File: src/hw/sef_params.svh
// Constants for the serial memory front end: status layout and opcodes
`ifndef SEF_PARAMS_SVH
`define SEF_PARAMS_SVH

// Status byte bit positions
`define SEF_ST_BUSY      0
`define SEF_ST_WEL       1
`define SEF_ST_BP_LO     2
`define SEF_ST_BP_HI     3
`define SEF_ST_RFU_LSB   4
`define SEF_ST_RFU_MSB   7
`define SEF_RFU_IDLE     4'h0
`define SEF_RFU_BUSY     4'hF

// Opcode byte layout: upper nibble zero, bit 3 free, bits 2:0 select
`define SEF_OPC_HI_MSB   7
`define SEF_OPC_HI_LSB   4
`define SEF_OPC_HI_VAL   4'h0
`define SEF_OPC_FREE_BIT 3
`define SEF_OPC_WEN      3'h6
`define SEF_OPC_WDI      3'h4
`define SEF_OPC_SRD      3'h5
`define SEF_OPC_SWR      3'h1
`define SEF_OPC_ARD      3'h3
`define SEF_OPC_AWR      3'h2

// Reset values and the last bit count
`define SEF_WEL_RST      1'b0
`define SEF_BIT_LAST     3'h7
`define SEF_BIT_RST      3'h0
`define SEF_BYTE_RST     8'h00

`endif

File: src/hw/sef_pkg.sv
// Types shared by the serial memory front end
package sef_pkg;

    typedef enum logic [2:0] {
        SEF_OP_NONE = 3'h0,
        SEF_OP_WEN  = 3'h1,
        SEF_OP_WDI  = 3'h2,
        SEF_OP_SRD  = 3'h3,
        SEF_OP_SWR  = 3'h4,
        SEF_OP_ARD  = 3'h5,
        SEF_OP_AWR  = 3'h6,
        SEF_OP_BAD  = 3'h7
    } sef_op_t;

    typedef enum logic [2:0] {
        SEF_ST_IDLE   = 3'h0,
        SEF_ST_OPCODE = 3'h1,
        SEF_ST_ADDR   = 3'h2,
        SEF_ST_DIN    = 3'h3,
        SEF_ST_DOUT   = 3'h4,
        SEF_ST_DONE   = 3'h5,
        SEF_ST_IGNORE = 3'h6
    } sef_state_t;

endpackage

File: src/hw/sef_sync.sv
// Two-stage synchroniser for a group of pin inputs
`timescale 1ns/1ps
`default_nettype none

module sef_sync #(
    parameter int WIDTH = 1
) (
    input  wire logic             core_clk,
    input  wire logic             reset,
    input  wire logic [WIDTH-1:0] d,
    output var  logic [WIDTH-1:0] q
);

    // Reset to all ones: the select, hold and protect pins synchronised here idle high
    logic [WIDTH-1:0] meta_reg;

    always_ff @(posedge core_clk)
    begin
        if (reset)
        begin
            meta_reg <= '1;
            q        <= '1;
        end
        else
        begin
            meta_reg <= d;
            q        <= meta_reg;
        end
    end

endmodule

`default_nettype wire

File: src/hw/sef_opdec.sv
// Opcode byte decoder
`timescale 1ns/1ps
`include "sef_params.svh"
`default_nettype none

module sef_opdec (
    input  wire logic [7:0]      op_byte,
    output var  sef_pkg::sef_op_t op_kind,
    output var  logic            addr_msb
);
    import sef_pkg::*;

    // Bit 3 is the address top bit for array ops, don't-care otherwise
    always_comb
    begin
        addr_msb = op_byte[`SEF_OPC_FREE_BIT];
        op_kind  = SEF_OP_BAD;
        if (op_byte[`SEF_OPC_HI_MSB:`SEF_OPC_HI_LSB] == `SEF_OPC_HI_VAL)
        begin
            case (op_byte[2:0])
                `SEF_OPC_WEN: op_kind = SEF_OP_WEN;
                `SEF_OPC_WDI: op_kind = SEF_OP_WDI;
                `SEF_OPC_SRD: op_kind = SEF_OP_SRD;
                `SEF_OPC_SWR: op_kind = SEF_OP_SWR;
                `SEF_OPC_ARD: op_kind = SEF_OP_ARD;
                `SEF_OPC_AWR: op_kind = SEF_OP_AWR;
                default:      op_kind = SEF_OP_BAD;
            endcase
        end
    end

endmodule

`default_nettype wire

File: src/hw/sef_front.sv
// Serial front end of a small SPI nonvolatile memory
`timescale 1ns/1ps
`include "sef_params.svh"
`default_nettype none

// What this block does
// - Ignore all instructions while power-on reset holds
// - Power up deselected, unheld, latch and busy clear
// - Block protect bits kept across power cycles
// - Factory state: array FFh, protect bits zero
// - Select toggle without clocks resets the interface
// - Modes 0 and 3: sample rising, launch falling
// - Deselected: ignore input, output high impedance
// - Shift in MSB first from first rise
// - Reads shift out MSB first from next fall
// - First byte after select is the opcode
// - Bad opcode: ignore input, tristate until reselect
// - Hold never pauses a running write cycle
// - Enter hold at clock low with hold_n low
// - Leave hold at clock low with hold_n high
// - In hold: tristate, ignore input and clock
// - Deselect during hold aborts and clears latch
// - Protect pin low blocks every write
// - Protect falling while selected cancels pending write
// - Decode the six opcode formats
// - Status: busy, latch, protect, upper nibble busy
// - Write enable sets latch at deselect, protect high
// - Write disable clears latch regardless of protect
module sef_front (
    input  wire logic             core_clk,
    input  wire logic             reset,
    input  wire logic             cs_n_pin,
    input  wire logic             sck_pin,
    input  wire logic             si_pin,
    input  wire logic             hold_n_pin,
    input  wire logic             write_protect_n_pin,
    output var  logic             so_out,
    output var  logic             so_oe_n,
    input  wire logic             write_busy,
    input  wire logic             write_done,
    input  wire logic             block_protect_hi,
    input  wire logic             block_protect_lo,
    input  wire logic [7:0]       array_rd_data,
    output var  sef_pkg::sef_op_t opcode_out,
    output var  logic             opcode_strobe,
    output var  logic [8:0]       addr_out,
    output var  logic             addr_strobe,
    output var  logic [7:0]       rx_data,
    output var  logic             rx_strobe,
    output var  logic             rd_next,
    output var  logic             write_start,
    output var  logic             write_abort,
    output var  logic             write_enable_latch,
    output var  logic             hold_active
);
    import sef_pkg::*;

    logic [4:0]  pin_raw;
    logic [4:0]  pin_s;
    logic        sel;
    logic        sck_s;
    logic        si_s;
    logic        hold_n_s;
    logic        wp_n_s;
    logic        sck_prev_reg;
    logic        sel_prev_reg;
    logic        sck_rise;
    logic        sck_fall;
    logic        cs_fall;
    logic        cs_rise;
    sef_state_t  state_reg;
    sef_op_t     op_reg;
    sef_op_t     dec_op;
    logic        dec_msb;
    logic        addr_msb_reg;
    logic [2:0]  bit_cnt_reg;
    logic [7:0]  shift_reg;
    logic [7:0]  full_byte;
    logic        byte_done;
    logic        shifting;
    logic        data_seen_reg;
    logic [7:0]  tx_shift_reg;
    logic [2:0]  out_cnt_reg;
    logic        out_started_reg;
    logic [7:0]  status_byte;
    logic [7:0]  tx_byte;
    logic        wp_cancel_reg;
    logic        wel_set;
    logic        wel_clr;
    logic        commit;

    // Every pin is asynchronous to core_clk; the link clock is sampled
    assign pin_raw = {write_protect_n_pin, hold_n_pin, si_pin, sck_pin,
                      cs_n_pin};

    sef_sync #(
        .WIDTH (5)
    ) u_sync (
        .core_clk (core_clk),
        .reset    (reset),
        .d        (pin_raw),
        .q        (pin_s)
    );

    assign sel      = ~pin_s[0];
    assign sck_s    = pin_s[1];
    assign si_s     = pin_s[2];
    assign hold_n_s = pin_s[3];
    assign wp_n_s   = pin_s[4];

    always_ff @(posedge core_clk)
    begin
        if (reset)
        begin
            // Same level as the synchroniser reset, so no false edge
            sck_prev_reg <= 1'b1;
            sel_prev_reg <= 1'b0;
        end
        else
        begin
            sck_prev_reg <= sck_s;
            sel_prev_reg <= sel;
        end
    end

    // Clock edges count only while selected and not held
    assign sck_rise = sck_s & ~sck_prev_reg & sel & ~hold_active;
    assign sck_fall = ~sck_s & sck_prev_reg & sel & ~hold_active;
    assign cs_fall  = sel & ~sel_prev_reg;
    assign cs_rise  = ~sel & sel_prev_reg;

    // Hold state follows hold_n only while the clock is low; deselect clears it at once
    always_ff @(posedge core_clk)
    begin
        if (reset || !sel)
            hold_active <= 1'b0;
        else if (!sck_s)
            hold_active <= ~hold_n_s;
    end

    sef_opdec u_opdec (
        .op_byte  (full_byte),
        .op_kind  (dec_op),
        .addr_msb (dec_msb)
    );

    assign shifting  = sck_rise && (state_reg == SEF_ST_OPCODE ||
                       state_reg == SEF_ST_ADDR || state_reg == SEF_ST_DIN);
    assign full_byte = {shift_reg[6:0], si_s};
    assign byte_done = shifting && (bit_cnt_reg == `SEF_BIT_LAST);

    // Input shifter; DONE and IGNORE take no more bits
    always_ff @(posedge core_clk)
    begin
        if (reset || cs_fall)
        begin
            bit_cnt_reg <= `SEF_BIT_RST;
            shift_reg   <= `SEF_BYTE_RST;
        end
        else if (shifting)
        begin
            bit_cnt_reg <= bit_cnt_reg + 3'h1;
            shift_reg   <= full_byte;
        end
    end

    // Sequence; a new selection always restarts at the opcode byte
    always_ff @(posedge core_clk)
    begin
        if (reset)
            state_reg <= SEF_ST_IDLE;
        else if (cs_fall)
            state_reg <= SEF_ST_OPCODE;
        else if (cs_rise)
            state_reg <= SEF_ST_IDLE;
        else if (byte_done)
        begin
            case (state_reg)
                SEF_ST_OPCODE:
                begin
                    // While a write cycle runs only status reads get through
                    if (dec_op == SEF_OP_BAD)
                        state_reg <= SEF_ST_IGNORE;
                    else if (write_busy && dec_op != SEF_OP_SRD)
                        state_reg <= SEF_ST_IGNORE;
                    else if (dec_op == SEF_OP_SRD)
                        state_reg <= SEF_ST_DOUT;
                    else if (dec_op == SEF_OP_SWR)
                        state_reg <= SEF_ST_DIN;
                    else if (dec_op == SEF_OP_ARD || dec_op == SEF_OP_AWR)
                        state_reg <= SEF_ST_ADDR;
                    else
                        state_reg <= SEF_ST_DONE;
                end
                SEF_ST_ADDR:
                    state_reg <= (op_reg == SEF_OP_ARD) ? SEF_ST_DOUT
                                                        : SEF_ST_DIN;
                default:
                    state_reg <= state_reg;
            endcase
        end
    end

    always_ff @(posedge core_clk)
    begin
        if (reset || cs_fall)
        begin
            op_reg       <= SEF_OP_NONE;
            addr_msb_reg <= 1'b0;
        end
        else if (byte_done && state_reg == SEF_ST_OPCODE)
        begin
            op_reg       <= dec_op;
            addr_msb_reg <= dec_msb;
        end
    end

    // Byte strobes towards the array sequencer
    always_ff @(posedge core_clk)
    begin
        if (reset)
        begin
            opcode_out    <= SEF_OP_NONE;
            opcode_strobe <= 1'b0;
            addr_out      <= 9'h000;
            addr_strobe   <= 1'b0;
            rx_data       <= `SEF_BYTE_RST;
            rx_strobe     <= 1'b0;
        end
        else
        begin
            opcode_strobe <= byte_done && state_reg == SEF_ST_OPCODE &&
                             dec_op != SEF_OP_BAD;
            addr_strobe   <= byte_done && state_reg == SEF_ST_ADDR;
            rx_strobe     <= byte_done && state_reg == SEF_ST_DIN;
            if (byte_done && state_reg == SEF_ST_OPCODE)
                opcode_out <= dec_op;
            if (byte_done && state_reg == SEF_ST_ADDR)
                addr_out <= {addr_msb_reg, full_byte};
            if (byte_done && state_reg == SEF_ST_DIN)
                rx_data <= full_byte;
        end
    end

    always_ff @(posedge core_clk)
    begin
        if (reset || cs_fall)
            data_seen_reg <= 1'b0;
        else if (byte_done && state_reg == SEF_ST_DIN)
            data_seen_reg <= 1'b1;
    end

    // Protect bits come from nonvolatile cells outside and are never reset
    assign status_byte = {write_busy ? `SEF_RFU_BUSY : `SEF_RFU_IDLE,
                          block_protect_hi, block_protect_lo,
                          write_enable_latch, write_busy};
    assign tx_byte = (op_reg == SEF_OP_SRD) ? status_byte : array_rd_data;

    // Output shifter: a fresh byte every eight falling edges
    always_ff @(posedge core_clk)
    begin
        if (reset || cs_fall)
        begin
            so_out          <= 1'b0;
            tx_shift_reg    <= `SEF_BYTE_RST;
            out_cnt_reg     <= `SEF_BIT_RST;
            out_started_reg <= 1'b0;
        end
        else if (sck_fall && state_reg == SEF_ST_DOUT)
        begin
            if (out_cnt_reg == `SEF_BIT_RST)
            begin
                so_out       <= tx_byte[7];
                tx_shift_reg <= {tx_byte[6:0], 1'b0};
            end
            else
            begin
                so_out       <= tx_shift_reg[7];
                tx_shift_reg <= {tx_shift_reg[6:0], 1'b0};
            end
            out_cnt_reg     <= out_cnt_reg + 3'h1;
            out_started_reg <= 1'b1;
        end
    end

    always_ff @(posedge core_clk)
    begin
        if (reset)
            rd_next <= 1'b0;
        else
            rd_next <= sck_fall && state_reg == SEF_ST_DOUT &&
                       op_reg == SEF_OP_ARD && out_cnt_reg == `SEF_BIT_LAST;
    end

    // Drive only during a read phase, selected and not held
    assign so_oe_n = ~(state_reg == SEF_ST_DOUT && out_started_reg && sel &&
                       ~hold_active);

    // Protect pin falling during a selection kills that selection's write
    always_ff @(posedge core_clk)
    begin
        if (reset || cs_fall)
            wp_cancel_reg <= 1'b0;
        else if (sel && !wp_n_s)
            wp_cancel_reg <= 1'b1;
    end

    assign wel_set = cs_rise && hold_n_s && state_reg == SEF_ST_DONE &&
                     op_reg == SEF_OP_WEN && wp_n_s && !wp_cancel_reg;
    assign wel_clr = (cs_rise && !hold_n_s) ||
                     (cs_rise && state_reg == SEF_ST_DONE &&
                      op_reg == SEF_OP_WDI) ||
                     write_done;

    // A set in the same cycle as the end-of-write clear wins
    always_ff @(posedge core_clk)
    begin
        if (reset)
            write_enable_latch <= `SEF_WEL_RST;
        else if (wel_set)
            write_enable_latch <= 1'b1;
        else if (wel_clr)
            write_enable_latch <= 1'b0;
    end

    assign commit = cs_rise && hold_n_s && state_reg == SEF_ST_DIN &&
                    data_seen_reg && write_enable_latch && wp_n_s &&
                    !wp_cancel_reg && !write_busy &&
                    (op_reg == SEF_OP_AWR || op_reg == SEF_OP_SWR);

    // Abort never reaches a running cycle, which completes on its own
    always_ff @(posedge core_clk)
    begin
        if (reset)
        begin
            write_start <= 1'b0;
            write_abort <= 1'b0;
        end
        else
        begin
            write_start <= commit;
            write_abort <= cs_rise && !hold_n_s &&
                           state_reg != SEF_ST_IDLE && !write_busy;
        end
    end
endmodule

`default_nettype wire

File: config.mk
export PLATFORM = sky130hd
export DESIGN_NAME = sef_front
export DESIGN_NICKNAME = d
export VERILOG_FILES = /design/src/hw/sef_pkg.sv /design/src/hw/sef_sync.sv /design/src/hw/sef_opdec.sv /design/src/hw/sef_front.sv
export VERILOG_INCLUDE_DIRS = /design/src /design/src/hw
export SDC_FILE = /design/constraint.sdc
export NUM_CORES = 1
export LEC_CHECK = 0
export BUFFER_PORTS_ARGS = -buffer_cell sky130_fd_sc_hd__buf_2
export CORE_MARGIN = 10
export CORE_UTILIZATION = 32
export DETAILED_ROUTE_END_ITERATION = 12
export GPL_TIMING_DRIVEN = 0
export PLACE_DENSITY_LB_ADDON = 0.12
export RECOVER_POWER = 100
export SYNTH_ARGS = -nofsm -noshare
export SYNTH_HDL_FRONTEND = slang
export SYNTH_HIERARCHICAL = 1
export SYNTH_SLANG_ARGS = --single-unit
File: constraint.sdc
create_clock -name core_clk -period 1.6 [get_ports core_clk]
set_input_delay 0.24 -clock core_clk [delete_from_list [all_inputs] [get_ports core_clk]]
set_output_delay 0.24 -clock core_clk [all_outputs]
set_load 0.03 [all_outputs]
==> qor.txt, run 1 <==
Root Buffer = clkbuf_8
Core area = 0.00920 mm^2
Vias in the first global route = 2471
Worst skew pair latency = 350 ps
Failing checks = negative setup slack
Asr flop ratio synth = 0%
Rel. slew slack = 58.6%
RR Startpoint = u_sync/q[2]$_SDFF_PP1_
Final WL = 8.17 mm
Unrepaired setup endpoints after global routing = true
Maxcap violations = 0
Final net count = 435
N_diodes = 0
Pre-CTS WS = -324 ps
Drt pass-1 iters = 4
Worst R2R Path Depth = 6
Routed WL per cell = 15.6 um
Grt ovf = 0
Result of the run = complete, but fails checks
Max reg flops = 9
Hold Violations, Final = 0
Layout area overhead = 25.8%
CP endpoint kind = register
Worst Max-Slew Pin Slew = 621 ps
Placed Area = 0.00340 mm^2
Cell Area, Synth = 0.00302 mm^2
Max stage delay cell, worst path = o211ai_1
Worst-path cell chain = xor2_1 > o211ai_1 > o21ai_1 > nand3_1 > a21oi_2 > o311a_1
Post-DP HPWL = 5.65 mm
R2r setup slk = -20 ps
Avg Synthesized Cell Area = 8.88 um^2
Minimum clock period after layout = 1620 ps
Clock slew at reported path FFs = 70 ps
CTS H-Tree Depth = 3
Clock Path Buffers = 2
Final period util = 101%
Leak = 0.00143 uW
Layout cell share with drive strength beyond 1 = 21.7%
Ys Warns = 6
CP Launch Type = register
Clock Skew = 9.40 ps
Setup CP Type = register to register
Largest regs = addr_out: 9 flops, rx_data: 8 flops
Post-synthesis sequential element count = 71
Tot GR Track Use = 12.0%
WP data arrival = 1860 ps
Max Slew Vio Count = 0
Initial core utilization = 32.8%
Hold_sp = sck_pin
Setup violators final = 1
I/O pin cnt = 49
IO Port Bufs = 48
Initial drt markers = 145
# rows = 35
Crit path buf inv count = 0
Sequential share of the synthesized area = 47.1%
DRC violations left = 0
Crit Path Max Fanout = 5
Peak VDD IR = 0.476 mV
CTS Sinks = 71
Final worst setup slack = -17.7 ps
Via count = 2650
DIE AREA = 0.0137 mm^2
Synthesized net count = 366
Reg2reg end = state_reg[0]$_SDFFE_PP0P_
Hold Path End = u_sync/meta_reg[1]$_SDFF_PP1_
Global-route wire length before repair = 12.8 mm
Largest Register = addr_out
Mapped Cells = 340
Die height = 117 um
Die Span X = 117 um
Non-filler cells, final = 525
Routed Antenna Nets = 0
Fin area = 0.00380 mm^2
Hold Path Class = input pin to register
Main flop type after synthesis = dfxtp_1
Num CTS Buffers = 9
Largest net degree at the start of global routing = 15
Total power per unit cell area = 973 mW/mm^2
Kind of cell adding the most delay to the critical path = compound AO/OA/AOI/OAI gates
Dpl cells = 499
Initial antenna violation count = 0
Fmax = 0.618 GHz
Hold depth = 2
Placer Congestion = 0.773
Post-synth EDFFs = 0
Max incr delay on CP = 390 ps
Critical Path RT = 1840 ps
Synth unique cells = 47
TritonCTS clock tree = yes
Via density = 5.05
power breakdown:
group / internal [uW] / switching, uW / total (uW)
Combinational: 57.9 / 91.9 / 150
Clock: 1070 / 688 / 1760
Sequential: 1770 / 8.87 / 1780
Total: 2900 / 789 / 3690
synth_stat cells, drive strengths merged, types with 2 or more instances:
cell    number  area (um^2)
xnor2        3         26.3
mux2i        5         50.1
a21oi       56          280
nand3       26          130
inv          7         26.3
and4         2         17.5
and3b        2         17.5
buf         11         86.3
nand2       30          113
ha           7         87.6
nor2        21         81.3
clkbuf      11         41.3
dfxtp       71         1420
o21ai       27          135
nor3         5         25.0
or3b         2         20.0
nor4b        3         32.5
nand4        4         31.3
or2         13         81.3
nor2b        6         37.5
a211o        8         70.1
nor3b        5         58.8
how the worst max path moves through the flow:
stage | slack [ps] | end | cells past startpoint | from
floorplan | 40 | state_reg[0]$_SDFFE_PP0P_ | 6 | u_sync/q[2]$_SDFF_PP1_
detailed placement | -320 | op_reg[2]$_SDFFE_PP0P_ | 6 | u_sync/q[0]$_SDFF_PP1_
finish | -20 | state_reg[0]$_SDFFE_PP0P_ | 6 | u_sync/q[2]$_SDFF_PP1_
global placement | -280 | tx_shift_reg[3]$_SDFFE_PP0N_ | 6 | u_sync/q[0]$_SDFF_PP1_
CTS | -5 | state_reg[0]$_SDFFE_PP0P_ | 5 | bit_cnt_reg[0]$_SDFFE_PP0N_
global route | -100 | state_reg[0]$_SDFFE_PP0P_ | 5 | u_sync/q[1]$_SDFF_PP1_
layout make-up:
cell class	count	area [um^2]
well taps	111	139
clock inverters	6	108
fillers	999	5400
flip-flops and latches	71	1440
inverters	7	26.3
plain buffers	22	150
clock buffers	10	138
multi-input cells	240	1510
repair buffers	58	284
cell usage in the layout, fill, tap and decap left out, types with 2 or more instances in the layout:
| master | netlist | routed |
|---|---|---|
| a211o_1 | 8 | 8 |
| a21oi_1 | 56 | 52 |
| a21oi_2 | 0 | 4 |
| and3b_1 | 2 | 2 |
| and4_1 | 2 | 2 |
| buf_2 | 3 | 18 |
| buf_4 | 5 | 21 |
| buf_6 | 3 | 4 |
| bufinv_16 | 0 | 3 |
| clkbuf_1 | 11 | 35 |
| clkbuf_2 | 0 | 2 |
| clkbuf_8 | 0 | 10 |
| clkinv_2 | 0 | 2 |
| dfxtp_1 | 71 | 63 |
| dfxtp_2 | 0 | 3 |
| dfxtp_4 | 0 | 5 |
| ha_1 | 7 | 6 |
| inv_1 | 7 | 7 |
| mux2i_1 | 5 | 5 |
| nand2_1 | 30 | 30 |
| nand3_1 | 26 | 26 |
| nand4_1 | 3 | 3 |
| nor2_1 | 20 | 19 |
| nor2b_1 | 6 | 5 |
| nor3_1 | 5 | 5 |
| nor3b_1 | 2 | 2 |
| nor3b_4 | 1 | 2 |
| nor4b_1 | 2 | 2 |
| o21ai_0 | 24 | 20 |
| o21ai_1 | 3 | 6 |
| or2_1 | 11 | 11 |
| or2_2 | 2 | 2 |
| xnor2_1 | 3 | 3 |
logic make-up (layout without fill, tap and decap cells):
logic type	after synthesis	after routing	synth area share, %
AO/OA/AOI/OAI	98	98	18.2
XOR/XNOR	4	4	1.16
adder cells (fa/ha/maj)	7	7	2.90
buffers and inverters	29	103	5.10
flip-flops	71	71	47.1
multiplexers	5	5	1.66
AND/OR/NAND/NOR	126	126	23.8
per-layer routing:
metal | vias up | routed length (um) | global-route usage, %
met4 | 0 | 116 | 4.70
met5 | - | 0 | 0
met2 | 48 | 3570 | 17.7
met1 | 1253 | 4040 | 16.0
met3 | 11 | 431 | 3.57
li1 | 1338 | - | -
metrics by stage:
step	total power (uW)	TNS [ps]	util, %	hold slack, ps
final	3690	-17.7	41.3	62.2
after floorplan	1910	0	-	319
after detailed placement	1970	-4840	36.9	391
after CTS	3750	-4.55	41.1	43.3
after global routing	3840	-2030	41.3	57.5
after global placement	1970	-4020	36.9	385
repair_timing:
item	4_1_cts	5_1_grt
endpoints found under the hold margin	0	0
pin swaps	7	7
cloned	0	1
setup buffers	8	2
hold buffers	0	0
gates resized for setup	26	30
endpoints found under the setup margin	36	48
Power figures use the tool's default switching activity.
==> run 2, diff against run 1 <==
--- a/config.mk
+++ b/config.mk
@@ -7,7 +7,8 @@
 export NUM_CORES = 1
 export LEC_CHECK = 0
 export BUFFER_PORTS_ARGS = -buffer_cell sky130_fd_sc_hd__buf_2
-export CORE_MARGIN = 10
+export CAP_MARGIN = 20
+export CORE_MARGIN = 2
 export CORE_UTILIZATION = 32
 export DETAILED_ROUTE_END_ITERATION = 12
 export GPL_TIMING_DRIVEN = 0
==> qor.txt, run 2 (synthesis gave the netlist of run 1 again) <==
Result of the run = complete, but fails checks
Failing checks = negative setup slack
Vias in the first global route = 2428 (-1.7%)
Clock slew at reported path FFs = 70 ps (about the same)
Fin area = 0.00376 mm^2 (-0.89%)
Clock Path Buffers = 2 (unchanged)
Hold_ws = 63.3 ps (+1.13 ps)
Root Buffer = clkbuf_8
Unrepaired setup endpoints after global routing = true
Routed Antenna Nets = 0 (unchanged)
CP endpoint kind = register
CTS H-Tree Depth = 3 (unchanged)
Most frequent cells in the layout = 64 x dfxtp_1, 52 x a21oi_1, 35 x clkbuf_1, 30 x nand2_1, 26 x nand3_1
Net Sw Frac = 22.4% (+1.0 points)
DRC violations left = 0 (unchanged)
Dpl cells = 499 (unchanged)
Worst skew pair latency = 350 ps (about the same)
I/O pin cnt = 49 (unchanged)
Part of the power in registers = 50.3% (+2.0 points)
Kind of cell adding the most delay to the critical path = compound AO/OA/AOI/OAI gates
N_diodes = 0 (unchanged)
Placed Area = 0.00340 mm^2 (unchanged)
Drt pass-1 iters = 4 (unchanged)
R2r setup slk = -2 ps (+20 ps)
CP Launch Type = register
# rows = 35 (unchanged)
Num CTS Buffers = 9 (unchanged)
Final period util = 100% (-0.96 points)
Fillers = 961 (-3.8%)
Grt ovf = 0 (unchanged)
Worst-path cell chain = xor2_1 > o211ai_1 > o21ai_1 > nand3_1 > a21oi_2 > o311a_1
Leak = 0.00141 uW (-1.1%)
Commonest non-fill, non-tap cell in the layout = dfxtp_1
Total power per unit cell area = 942 mW/mm^2 (-3.1%)
Clk network pwr share = 45.3% (-2.4 points)
Crit Path Max Fanout = 5 (unchanged)
Hold Path Class = input pin to register
Global-route wire length before repair = 12.2 mm (-4.3%)
Clock Skew = 11.6 ps (+2.19 ps)
Final net count = 433 (-0.46%)
Post-DP HPWL = 5.23 mm (-7.4%)
Net switching power = 793 uW (+0.47%)
RR Startpoint = u_sync/q[2]$_SDFF_PP1_
Max Slew Vio Count = 0 (unchanged)
Pre-CTS WS = -317 ps (+7.92 ps)
DIE AREA = 0.0102 mm^2 (-25%)
Critical Path RT = 1840 ps (about the same)
Placer Congestion = 0.777 (+0.53%)
Rel. slew slack = 58.5% (-0.059 points)
Core area = 0.00920 mm^2 (unchanged)
Initial drt markers = 75 (-48%)
Final WL = 7.65 mm (-6.4%)
Layout cell share with drive strength beyond 1 = 21.4% (-0.38 points)
Setup CP Type = register to register
Largest regs = addr_out: 9 flops, rx_data: 8 flops
Setup violators final = 2 (+1)
Max reg flops = 9 (unchanged)
Non-filler cells, final = 523 (-0.38%)
Worst Max-Slew Pin Slew = 622 ps (+0.887 ps)
Fin util = 40.9% (-0.37 points)
Hold_sp = sck_pin
WP data arrival = 1840 ps (-20 ps)
Max stage delay cell, worst path = o211ai_1
Largest net degree at the start of global routing = 15 (unchanged)
Via density = 5.00 (-0.87%)
Fmax = 0.624 GHz (+0.96%)
Initial core utilization = 32.8% (unchanged)
Routed WL per cell = 14.6 um (-6.0%)
Largest Register = addr_out
Combinational share of power = 4.4% (+0.3 points)
Int Pwr = 2750 uW (-5.2%)
IO Port Bufs = 48 (unchanged)
Via count = 2617 (-1.2%)
Minimum clock period after layout = 1600 ps (-15.3 ps)
Layout area overhead = 24.7%
Die height = 101 um (-14%)
CTS Sinks = 71 (unchanged)
Die Span X = 101 um (-14%)
Peak VDD IR = 0.335 mV (-29%)
Crit path buf inv count = 0 (unchanged)
Final worst setup slack = -2.32 ps (+15.3 ps)
Maxcap violations = 0 (unchanged)
CP startpoint = u_sync/q[2]$_SDFF_PP1_
Tot GR Track Use = 15.5% (+3.6 points)
Initial antenna violation count = 0 (unchanged)
Hold Violations, Final = 0 (unchanged)
TritonCTS clock tree = yes
Max incr delay on CP = 390 ps (about the same)
[run 2: cell types whose count changed in the layout (fill, tap and decap cells not counted), moves of 3 or more]
cell,delta
o21ai_1,+6
buf_2,+3
buf_4,-7
o21ai_0,-6
[run 2: per-layer routing]
layer / track usage (%) / share of wire [%] / up-vias
li1: - / - / 1336
met5: 0 / 0 / -
met1: 21.5 / 51 / 1231
met4: 5.93 / 1.5 / 0
met3: 4.30 / 3.3 / 11
met2: 23.1 / 44 / 39
[run 2: repair_timing]
item | 4_1_cts | 5_1_grt
pin swaps | 8 | 5
buffers inserted | 3 | 5
hold buffers | 0 | 0
endpoints found under the hold margin | 0 | 0
setup endpoints to repair | 34 | 50
gates resized for setup | 22 | 44
[run 2: final cells by class]
| class | count | area (um^2) | area share (%) |
|---|---|---|---|
| Sequential cell | 71 | 1440 | 38.3 |
| Inverter | 7 | 26.3 | 0.698 |
| Buffer | 22 | 161 | 4.29 |
| Timing Repair Buffer | 56 | 263 | 6.98 |
| Clock inverter | 6 | 83.8 | 2.23 |
| Clock buffer | 10 | 138 | 3.66 |
| Multi-Input combinational cell | 240 | 1510 | 40.2 |
| Tap cell | 111 | 139 | 3.69 |
[run 2: power groups by stage]
stage	Clock [uW]	Combinational, uW	Sequential [uW]
floorplan	0	79.5	1830
global placement	0	134	1830
detailed placement	0	137	1830
CTS	1650	146	1780
global route	1750	172	1790
finish	1600	156	1780
[run 2: stage by stage]
stage | setup TNS, ps | power [uW]
after floorplan | 0 | 1910
after global placement | -4020 | 1970
after detailed placement | -4630 | 1970
after CTS | -156 | 3590
after global routing | -1070 | 3710
final | -3.74 | 3550
[run 2: final timing paths]
path         cells after the start                             to
max                              6      state_reg[0]$_SDFFE_PP0P_
min                              2  u_sync/meta_reg[1]$_SDFF_PP1_
min reg2reg                      1         u_sync/q[4]$_SDFF_PP1_
max reg2reg                      6      state_reg[0]$_SDFFE_PP0P_
==> run 3, diff against run 2 <==
--- a/config.mk
+++ b/config.mk
@@ -9,7 +9,7 @@
 export BUFFER_PORTS_ARGS = -buffer_cell sky130_fd_sc_hd__buf_2
 export CAP_MARGIN = 20
 export CORE_MARGIN = 2
-export CORE_UTILIZATION = 32
+export CORE_UTILIZATION = 50
 export DETAILED_ROUTE_END_ITERATION = 12
 export GPL_TIMING_DRIVEN = 0
 export PLACE_DENSITY_LB_ADDON = 0.12
==> qor.txt, run 3 (synthesis gave the netlist of run 1 again) <==
Result of the run = finished clean
N_diodes = 0 (unchanged)
Die Span X = 81.7 um (-19%)
Peak VDD IR = 0.564 mV (+68%)
Worst R2R Path Depth = 7 (+1)
Root Buffer = clkbuf_8
Final WL = 6.98 mm (-8.7%)
Reg2reg end = state_reg[0]$_SDFFE_PP0P_
CP startpoint = shift_reg[4]$_SDFFE_PP0N_
Grt ovf = 0 (unchanged)
Core area = 0.00589 mm^2 (-36%)
Most Frequent Cell on Critical Path = a21oi_2
WP data arrival = 1860 ps (+20 ps)
Initial antenna violation count = 0 (unchanged)
Hold Violations, Final = 0 (unchanged)
Layout area overhead = 21.5%
Die height = 81.7 um (-19%)
Hold_ws = 64.6 ps (+1.25 ps)
Leak = 0.00136 uW (-3.5%)
Max reg flops = 9 (unchanged)
Overall power = 3230 uW (-8.9%)
Setup CP Type = register to register
Setup_tns = 0 ps (+3.74 ps)
CP Launch Type = register
Largest regs = addr_out: 9 flops, rx_data: 8 flops
Rel. slew slack = 60.5% (+1.9 points)
CP endpoint kind = register
I/O pin cnt = 49 (unchanged)
Crit Path Max Fanout = 5 (unchanged)
Initial drt markers = 155 (+110%)
Most frequent cells in the layout = 62 x dfxtp_1, 52 x a21oi_1, 39 x clkbuf_1, 30 x nand2_1, 25 x nand3_1
Tot GR Track Use = 22.1% (+6.6 points)
DRC violations left = 0 (unchanged)
Drt pass-1 iters = 4 (unchanged)
Initial core utilization = 51.3% (+18 points)
Largest Register = addr_out
Maxcap violations = 0 (unchanged)
Clock Path Buffers = 2 (unchanged)
Routed Antenna Nets = 0 (unchanged)
Worst-path cell chain = nor4_4 > o211ai_1 > buf_4 > a21oi_2 > nand3_1 > a21oi_2 > o311a_1
Worst Setup EP = state_reg[0]$_SDFFE_PP0P_
DIE AREA = 0.00667 mm^2 (-35%)
Worst skew pair latency = 350 ps (about the same)
Hold Path Class = input pin to register
RR Startpoint = shift_reg[4]$_SDFFE_PP0N_
Via count = 2655 (+1.5%)
Final net count = 430 (-0.69%)
Critical Path RT = 1890 ps (+50 ps)
Placer Congestion = 0.866 (+11%)
Layout cell share with drive strength beyond 1 = 20.1% (-1.3 points)
Routed WL per cell = 14.4 um (-1.2%)
Max incr delay on CP = 370 ps (-20 ps)
Commonest non-fill, non-tap cell in the layout = dfxtp_1
Largest net degree at the start of global routing = 15 (unchanged)
CTS Sinks = 71 (unchanged)
Minimum clock period after layout = 1580 ps (-25.8 ps)
Via density = 5.50 (+9.9%)
Num CTS Buffers = 9 (unchanged)
Unrepaired setup endpoints after global routing = true
Setup violators final = 0 (-2)
CTS H-Tree Depth = 3 (unchanged)
Post-CTS Hold Fix Bufs = 0 (unchanged)
# rows = 28 (-20%)
Max stage delay cell, worst path = dfxtp_4
Vias in the first global route = 2303 (-5.1%)
Max Slew Vio Count = 0 (unchanged)
Global-route wire length before repair = 11.1 mm (-9.3%)
Fmax = 0.634 GHz (+1.6%)
TritonCTS clock tree = yes
IO Port Bufs = 48 (unchanged)
Total power per unit cell area = 881 mW/mm^2 (-6.5%)
Clock slew at reported path FFs = 70 ps (about the same)
Worst Max-Slew Pin Slew = 593 ps (-29.1 ps)
R2r setup slk = 20 ps (+30 ps)
Post-DP HPWL = 4.81 mm (-8.1%)
Final period util = 98.5% (-1.6 points)
Clock Skew = 9.32 ps (-2.27 ps)
-- run 3: cell count changes in the layout (fill, tap and decap cells not counted), sizes merged --
cell	previous run	this run
buf	40	35
bufinv	2	0
clkbuf	48	55
clkinv	4	0
-- run 3: timing repair --
item,CTS,global route
pin swaps,3,11
cloned,0,0
setup buffers,3,2
resized for setup,19,32
endpoints found under the setup margin,32,41
-- run 3: final cells by class --
cell class,count,area (um^2)
fillers,547,2220
multi-input cells,240,1520
flip-flops and latches,71,1450
repair buffers,53,240
clock buffers,15,176
plain buffers,22,163
well taps,75,93.8
inverters,7,26.3
-- run 3: how the worst min path moves through the flow --
stage | start | endpoint | slack, ps | depth (start not counted)
after floorplan | write_busy | write_abort$_SDFF_PP0_ | 320 | 1
after global placement | u_sync/meta_reg[1]$_SDFF_PP1_ | u_sync/q[1]$_SDFF_PP1_ | 380 | 1
after detailed placement | u_sync/meta_reg[1]$_SDFF_PP1_ | u_sync/q[1]$_SDFF_PP1_ | 390 | 1
after CTS | hold_n_pin | u_sync/meta_reg[3]$_SDFF_PP1_ | 60 | 2
after global routing | write_protect_n_pin | u_sync/meta_reg[4]$_SDFF_PP1_ | 70 | 2
final | hold_n_pin | u_sync/meta_reg[3]$_SDFF_PP1_ | 60 | 2
-- run 3: power breakdown --
group | internal [uW] | total [uW] | switching, uW
Clock | 684 | 1300 | 615
Sequential | 1780 | 1790 | 9.92
Combinational | 58.0 | 145 | 87.4
Total | 2520 | 3230 | 712
-- run 3: metrics by stage --
stage	utilization, %	area, um^2	worst slack, ps	instances
after floorplan	-	3020	37.5	340
after global placement	57.0	3350	-231	463
after detailed placement	57.0	3350	-301	463
after CTS	61.1	3590	1.43	481
after global routing	62.3	3670	-25.4	483
final	62.3	3670	23.5	483
-- run 3: layer usage --
| metal | GRT usage, % | routed length (um) | up-vias | share of wire [%] |
|---|---|---|---|---|
| met3 | 4.95 | 431 | 10 | 6.2 |
| li1 | - | - | 1335 | - |
| met2 | 32.3 | 3010 | 77 | 43 |
| met5 | 0 | 0 | - | 0 |
| met4 | 9.00 | 115 | 0 | 1.6 |
| met1 | 31.5 | 3420 | 1233 | 49 |
-- run 3: critical path, delay by kind of cell (launching register included) --
kind | cells | cell delay, ps
simple gates | 2 | 400
compound gates | 4 | 580
buf+inv | 1 | 170
flops | 1 | 370
